## config.mk

```make
export PLATFORM = sky130hd
export DESIGN_NAME = saw_ctrl
export DESIGN_NICKNAME = d
export VERILOG_FILES = /design/src/saw_wait_decode.v /design/src/saw_ctrl.v
export VERILOG_INCLUDE_DIRS = /design/src /design/src/src
export SDC_FILE = /design/constraint.sdc
export NUM_CORES = 1
export LEC_CHECK = 0
export BUFFER_PORTS_ARGS = -buffer_cell sky130_fd_sc_hd__buf_2
export CORE_MARGIN = 2
export CORE_UTILIZATION = 35
export CTS_BUF_LIST = sky130_fd_sc_hd__clkbuf_8
export DETAILED_ROUTE_END_ITERATION = 8
export PLACE_DENSITY = 0.69
export SYNTH_ARGS = -nofsm -noshare
export SYNTH_HDL_FRONTEND = slang
export SYNTH_SLANG_ARGS = --single-unit
```

## constraint.sdc

```tcl
create_clock -name clock -period 5.55 [get_ports clock]
set_clock_uncertainty 0.2 [all_clocks]
set_input_delay 0.555 -clock clock [delete_from_list [all_inputs] [get_ports clock]]
set_output_delay 0.555 -clock clock [all_outputs]
set_load 0.01 [all_outputs]
```

## src/saw_regs.vh

```
/*
  register map, field positions, reset values and timing counts of the
  sram area wait timing block.
  assumes inclusion by bare name from the design files of this block.
*/
`ifndef SAW_REGS_VH
`define SAW_REGS_VH

// ----------------------------------------------------------------------
// register offsets
// ----------------------------------------------------------------------
`define SAW_CTRL_OFFSET   12'h000
`define SAW_STAT_OFFSET   12'h004

// ----------------------------------------------------------------------
// control register fields
// ----------------------------------------------------------------------
`define SAW_WW_MSB        18
`define SAW_WW_LSB        16
`define SAW_AW_MSB        10
`define SAW_AW_LSB        7
`define SAW_WM_BIT        6
`define SAW_HW_MSB        1
`define SAW_HW_LSB        0
`define SAW_CTRL_RESET    32'h0000_0540
`define SAW_CTRL_WMASK    32'h0007_07c3

// ----------------------------------------------------------------------
// status register fields
// ----------------------------------------------------------------------
`define SAW_STAT_BUSY     0
`define SAW_STAT_STALL    1

// ----------------------------------------------------------------------
// timing counts
// ----------------------------------------------------------------------
`define SAW_WAIT_W        5
`define SAW_WAIT_MAX      5'h18

`endif

```

## src/saw_wait_decode.v

```verilog
/*
  decodes the access wait and write wait codes into a wait cycle count.
  assumes the codes come straight from the control register.
*/
`timescale 1ns/1ps
`default_nettype none
`include "saw_regs.vh"

module saw_wait_decode (
  input  wire [3:0]                 access_wait,
  input  wire [2:0]                 write_wait_override,
  input  wire                       is_write,
  output reg  [`SAW_WAIT_W-1:0]     wait_cycles
);

  // ----------------------------------------------------------------------
  // code lookup
  // ----------------------------------------------------------------------
  always @* begin
    wait_cycles = `SAW_WAIT_MAX;
    if (is_write && (write_wait_override != 3'h0)) begin
      wait_cycles = {2'h0, write_wait_override} - 5'h01;
    end else begin
      case (access_wait)
        4'h0: wait_cycles = 5'h00;
        4'h1: wait_cycles = 5'h01;
        4'h2: wait_cycles = 5'h02;
        4'h3: wait_cycles = 5'h03;
        4'h4: wait_cycles = 5'h04;
        4'h5: wait_cycles = 5'h05;
        4'h6: wait_cycles = 5'h06;
        4'h7: wait_cycles = 5'h08;
        4'h8: wait_cycles = 5'h0a;
        4'h9: wait_cycles = 5'h0c;
        4'ha: wait_cycles = 5'h0e;
        4'hb: wait_cycles = 5'h12;
        // prohibited codes fall back to the longest wait, the safe side
        default: wait_cycles = `SAW_WAIT_MAX;
      endcase
    end
  end

endmodule // saw_wait_decode
`default_nettype wire

```

## src/saw_ctrl.v

```verilog
/*
  sram area access timing controller with apb control registers.
  assumes an apb master on the same clock, a user request port held
  until taken, and a memory whose wait input is synchronous to clock.
*/
// The implementer's own choices: register access over APB and the placing of the registers.
`timescale 1ns/1ps
`default_nettype none
`include "saw_regs.vh"

module saw_ctrl #(
  parameter ADDR_W = 16,
  parameter DATA_W = 16
) (
  input  wire                clock,
  input  wire                rstn,
  input  wire                ce,
  // apb slave
  input  wire                psel,
  input  wire                penable,
  input  wire                pwrite,
  input  wire [11:0]         paddr,
  input  wire [31:0]         pwdata,
  output wire                pready,
  output reg  [31:0]         prdata,
  output wire                pslverr,
  // user request port
  input  wire                req_valid,
  input  wire                req_write,
  input  wire [ADDR_W-1:0]   req_addr,
  input  wire [DATA_W-1:0]   req_wdata,
  output wire                req_ready,
  output wire                req_done,
  output wire [DATA_W-1:0]   req_rdata,
  // memory pins
  output wire                chip_select_n,
  output wire [ADDR_W-1:0]   mem_addr,
  output wire                rd_n,
  output wire                we_n,
  output wire [DATA_W-1:0]   mem_data_out,
  output wire                mem_data_oe_n,
  input  wire [DATA_W-1:0]   mem_data_in,
  input  wire                ext_wait_n
);

  // ----------------------------------------------------------------------
  // states
  // ----------------------------------------------------------------------
  localparam ST_IDLE   = 2'h0;
  localparam ST_SETUP  = 2'h1;
  localparam ST_STROBE = 2'h2;
  localparam ST_HOLD   = 2'h3;

  reg  [31:0]             ctrl_ff;
  reg  [1:0]              state_ff;
  reg  [1:0]              nxt_state;
  reg  [`SAW_WAIT_W-1:0]  cnt_ff;
  reg  [`SAW_WAIT_W-1:0]  nxt_cnt;
  reg  [1:0]              hold_ff;
  reg  [1:0]              nxt_hold;
  reg                     mask_ff;
  reg                     nxt_mask;
  reg                     write_ff;
  reg                     nxt_write;
  reg  [ADDR_W-1:0]       addr_ff;
  reg  [ADDR_W-1:0]       nxt_addr;
  reg  [DATA_W-1:0]       wdata_ff;
  reg  [DATA_W-1:0]       nxt_wdata;
  reg  [DATA_W-1:0]       rdata_ff;
  reg  [DATA_W-1:0]       nxt_rdata;
  reg                     done_ff;
  reg                     nxt_done;
  reg                     cs_n_ff;
  reg                     rd_n_ff;
  reg                     we_n_ff;
  reg                     oe_n_ff;
  reg                     stall_ff;
  reg                     nxt_stall;
  wire [`SAW_WAIT_W-1:0]  dec_waits;
  wire                    ext_stall;
  wire                    apb_access;
  wire                    hit_ctrl;
  wire                    hit_stat;

  // ----------------------------------------------------------------------
  // apb slave
  // ----------------------------------------------------------------------
  // zero wait states; ce low holds pready low so no access is lost
  assign pready     = ce;
  assign hit_ctrl   = (paddr == `SAW_CTRL_OFFSET);
  assign hit_stat   = (paddr == `SAW_STAT_OFFSET);
  assign pslverr    = psel & penable & ~(hit_ctrl | hit_stat);
  assign apb_access = psel & penable & ce;

  always @* begin
    prdata = 32'h0000_0000;
    if (hit_ctrl) begin
      prdata = ctrl_ff;
    end else if (hit_stat) begin
      prdata[`SAW_STAT_BUSY]  = (state_ff != ST_IDLE);
      prdata[`SAW_STAT_STALL] = stall_ff;
    end
  end

  always @(posedge clock) begin
    if (!rstn) begin
      ctrl_ff <= `SAW_CTRL_RESET;
    end else if (apb_access && pwrite && hit_ctrl) begin
      ctrl_ff <= pwdata & `SAW_CTRL_WMASK;
    end
  end

  // ----------------------------------------------------------------------
  // wait decode
  // ----------------------------------------------------------------------
  saw_wait_decode u_dec (
    .access_wait         (ctrl_ff[`SAW_AW_MSB:`SAW_AW_LSB]),
    .write_wait_override (ctrl_ff[`SAW_WW_MSB:`SAW_WW_LSB]),
    .is_write            (req_write),
    .wait_cycles         (dec_waits)
  );

  // ----------------------------------------------------------------------
  // access sequencer
  // ----------------------------------------------------------------------
  // settings are latched at request time so a register write cannot
  // reshape an access already on the pins
  assign req_ready = ce & (state_ff == ST_IDLE);
  assign ext_stall = ~mask_ff & ~ext_wait_n;

  always @* begin
    nxt_state = state_ff;
    nxt_cnt   = cnt_ff;
    nxt_hold  = hold_ff;
    nxt_mask  = mask_ff;
    nxt_write = write_ff;
    nxt_addr  = addr_ff;
    nxt_wdata = wdata_ff;
    nxt_rdata = rdata_ff;
    nxt_done  = 1'b0;
    nxt_stall = 1'b0;
    case (state_ff)
      ST_IDLE: begin
        if (req_valid) begin
          nxt_state = ST_SETUP;
          nxt_cnt   = dec_waits;
          nxt_hold  = ctrl_ff[`SAW_HW_MSB:`SAW_HW_LSB];
          nxt_mask  = ctrl_ff[`SAW_WM_BIT];
          nxt_write = req_write;
          nxt_addr  = req_addr;
          nxt_wdata = req_wdata;
        end
      end
      ST_SETUP: begin
        nxt_state = ST_STROBE;
      end
      ST_STROBE: begin
        if (cnt_ff != 5'h00) begin
          nxt_cnt = cnt_ff - 5'h01;
        end else if (ext_stall) begin
          nxt_stall = 1'b1;
        end else begin
          nxt_state = ST_HOLD;
          nxt_cnt   = {3'h0, hold_ff};
          if (!write_ff) begin
            nxt_rdata = mem_data_in;
          end
        end
      end
      ST_HOLD: begin
        // half cycles round up: code k keeps select for k+1 cycles
        if (cnt_ff == 5'h00) begin
          nxt_state = ST_IDLE;
          nxt_done  = 1'b1;
        end else begin
          nxt_cnt = cnt_ff - 5'h01;
        end
      end
      default: begin
        nxt_state = ST_IDLE;
      end
    endcase
  end

  always @(posedge clock) begin
    if (!rstn) begin
      state_ff <= ST_IDLE;
      cnt_ff   <= 5'h00;
      hold_ff  <= 2'h0;
      mask_ff  <= 1'b1;
      write_ff <= 1'b0;
      addr_ff  <= {ADDR_W{1'b0}};
      wdata_ff <= {DATA_W{1'b0}};
      rdata_ff <= {DATA_W{1'b0}};
      done_ff  <= 1'b0;
      stall_ff <= 1'b0;
      cs_n_ff  <= 1'b1;
      rd_n_ff  <= 1'b1;
      we_n_ff  <= 1'b1;
      oe_n_ff  <= 1'b1;
    end else if (ce) begin
      state_ff <= nxt_state;
      cnt_ff   <= nxt_cnt;
      hold_ff  <= nxt_hold;
      mask_ff  <= nxt_mask;
      write_ff <= nxt_write;
      addr_ff  <= nxt_addr;
      wdata_ff <= nxt_wdata;
      rdata_ff <= nxt_rdata;
      done_ff  <= nxt_done;
      stall_ff <= nxt_stall;
      cs_n_ff  <= (nxt_state == ST_IDLE);
      rd_n_ff  <= ~((nxt_state == ST_STROBE) & ~nxt_write);
      we_n_ff  <= ~((nxt_state == ST_STROBE) & nxt_write);
      oe_n_ff  <= ~((nxt_state != ST_IDLE) & nxt_write);
    end
  end

  // ----------------------------------------------------------------------
  // outputs
  // ----------------------------------------------------------------------
  assign req_done      = done_ff;
  assign req_rdata     = rdata_ff;
  assign chip_select_n = cs_n_ff;
  assign mem_addr      = addr_ff;
  assign rd_n          = rd_n_ff;
  assign we_n          = we_n_ff;
  assign mem_data_out  = wdata_ff;
  assign mem_data_oe_n = oe_n_ff;

endmodule // saw_ctrl
`default_nettype wire

```

==> results.md <==
* Max IR drop VDD at 0.139 mV
* Leakage at 2.04 nW
* Final Hold Vio Count at 0
* CTS H-tree depth at 3
* Die width at 106 um
* CP Launch Type: input pin
* Largest net degree at the start of global routing at 68
* Fin Setup TNS at 0 ns
* Routed wire per std cell at 12.4 um
* GRT Total Usage at 15.8%
* DP Worst Slack at 2.53 ns
* Critical path required time at 5.55 ns
* Max_slew headroom at 25.0%
* Nets at 686
* Initial antenna violation count at 0
* IO Port Bufs at 144
* Hold_sp: pwdata[6]
* Drt pass-1 iters at 6
* Core area at 10200 um2
* CTS buffer count at 9
* Tot Pwr at 1.14 mW
* Share of layout cells above drive strength 1 at 30.4%
* Max-cap viol count at 0
* Period utilization at 48.1%
* CP Max Fanout at 18
* Hold Crit Depth at 3
* Commonest non-fill, non-tap cell in the layout: buf_2
* DRT antenna net count at 0
* Pwr Density at 253 nW/um2
* Initial Utilization at 35.7%
* Number of global-route vias before repair at 3204
* Antenna Cells at 0
* Post-CTS sizing at 0
* Final WS setup at 2.88 ns
* Yosys cell types at 48
* Area delta synth->final at 23.5%
* Worst Reg-to-Reg Cells at 7
* Multi-input logic area at 1790 um2
* Slew Limit Fails at 0
* Post-CTS Setup Repair Bufs at 0
* CTS Buffer Depth at 2
* Vias after detailed routing at 3411
* Die height at 106 um
* Cells after synthesis at 452
* CP arrival at 2.67 ns
* Total grt overflow at 0
* Reg-to-reg slack, setup at 3.05 ns
* Post-Syn Area at 3650 um2
* Crit path launch: paddr[5]
* CTS tree: done
* CTS Hold Bufs at 0
* Core Rows at 37
* FFs w/ async S/R, synth at 0%
* GPL Wtd Cong at 0.854
* Final design area excluding fillers at 4500 um2
* First-pass GRT wire length at 14500 um
* Crit Path Category: input pin to flop
* Clock Pin Slew Worst Setup and Hold Paths at 0.08 ns
* First-iteration detailed-routing DRC count at 204
* Final-report setup violation count at 0
* Die Area at 11300 um2
* Post-synth EDFFs at 0
* Fillers at 1039
* Average size of a mapped cell at 8.07 um2
* Worst reg2reg startpoint: cnt_ff[0]
* Most frequent cells in the layout: buf_2, nand2_1, dfxtp_1
* Seq/Total Area, Yosys at 43.9%
* CTS Root Buffer Type: clkbuf_8
* Fmax at 375 MHz
* DP Area at 4330 um2
* Wirelength, routed at 8930 um
* Worst-skew pair later-pin latency at 0.33 ns
* Clk sinks at 80
* Reg area at 1600 um2
* Primary FF master, synth: dfxtp_1
* Tightest Hold Check Type: input pin to flop
* Status: finished clean
* Synthesis Warnings at 0
* Final min period at 2.67 ns
* Vias per cell at 4.74
* RR Endpoint: req_rdata[3]
* CP endpoint kind: flop
* Worst-Margin Slew at 1.13 ns
* Worst Hold End: ctrl_ff[6]
* Yosys reg bits at 80
* Drt drc at 0
* RSZ-0062 raised after global routing: false
* IO Pins at 189
* Post-detail-place hpwl at 6460 um
==> routing by layer <==
metal	wire (um)	global-route usage, %
met3	573	3.86
met4	126	5.64
met5	0	0
met2	4200	26.9
met1	4030	19.4
==> metrics by stage <==
stage | hold WS (ns) | utilization (%) | cells
floorplan | 0.236 | - | 473
global placement | 0.239 | 42.3 | 703
detailed placement | 0.243 | 42.3 | 703
CTS | 0.214 | 44.0 | 719
global route | 0.223 | 44.0 | 719
finish | 0.237 | 44.0 | 719
==> worst max-delay path by stage <==
stage	to	slack [ns]	cells after the start
after floorplan	flop	2.94	10
after global placement	flop	2.60	10
after detailed placement	flop	2.53	10
after CTS	flop	2.90	10
after global routing	flop	2.68	10
final	flop	2.88	10
==> worst max-delay path: stages <==
cell and delay (ns):
buf_2 0.10, nor4_2 0.34, nand3_2 0.26, nand2b_4 0.33
mux2i_1 0.28, nand2_1 0.12, ha_1 0.22, mux2_2 0.26
nand3_1 0.08, o221ai_1 0.10
==> kinds of logic (layout without fill, tap and decap cells) <==
logic type	after synthesis	in the layout	synth area share [%]
and+or+nand+nor	191	191	24.6
AOI/OAI and AO/OA	95	95	15.1
DFF	80	80	43.9
buffers and inverters	61	171	9.16
muxes	17	17	4.77
adders and majority gates	7	7	2.40
other	1	22	0.103
==> cells in the mapped netlist (9+ instances only) <==
| cell type | n | area [um2] |
|---|---|---|
| a21oi_1 | 62 | 310 |
| buf_4 | 23 | 173 |
| clkbuf_1 | 21 | 78.8 |
| dfxtp_1 | 80 | 1600 |
| inv_1 | 10 | 37.5 |
| mux2i_1 | 14 | 140 |
| nand2_1 | 118 | 443 |
| nor2_1 | 26 | 97.6 |
| nor3_1 | 9 | 45.0 |
| o21ai_0 | 10 | 50.1 |
==> report_power, final <==
part | total (mW) | switching, mW | internal (mW)
Combinational | 0.155 | 0.0919 | 0.0634
Sequential | 0.610 | 0.0169 | 0.593
Clock | 0.375 | 0.204 | 0.172
Total | 1.14 | 0.313 | 0.828
==> area by class of cell <==
type	count	area share (%)
clock inverters	6	0.778
clock buffers	10	3.06
well taps	136	3.78
flip-flops and latches	80	35.6
repair buffers	145	16.2
multi-input cells	332	39.8
inverters	10	0.833
==> flip-flops by register name, summed over array words and instances, names as in the netlist, 2 cells and up, named ones only <==
signal	flops
state_ff	2
mem_addr	16
req_rdata	16
cnt_ff	5
ctrl_ff	10
hold_ff	2
mem_data_out	16
No activity file was read; power rests on OpenSTA's default activity.
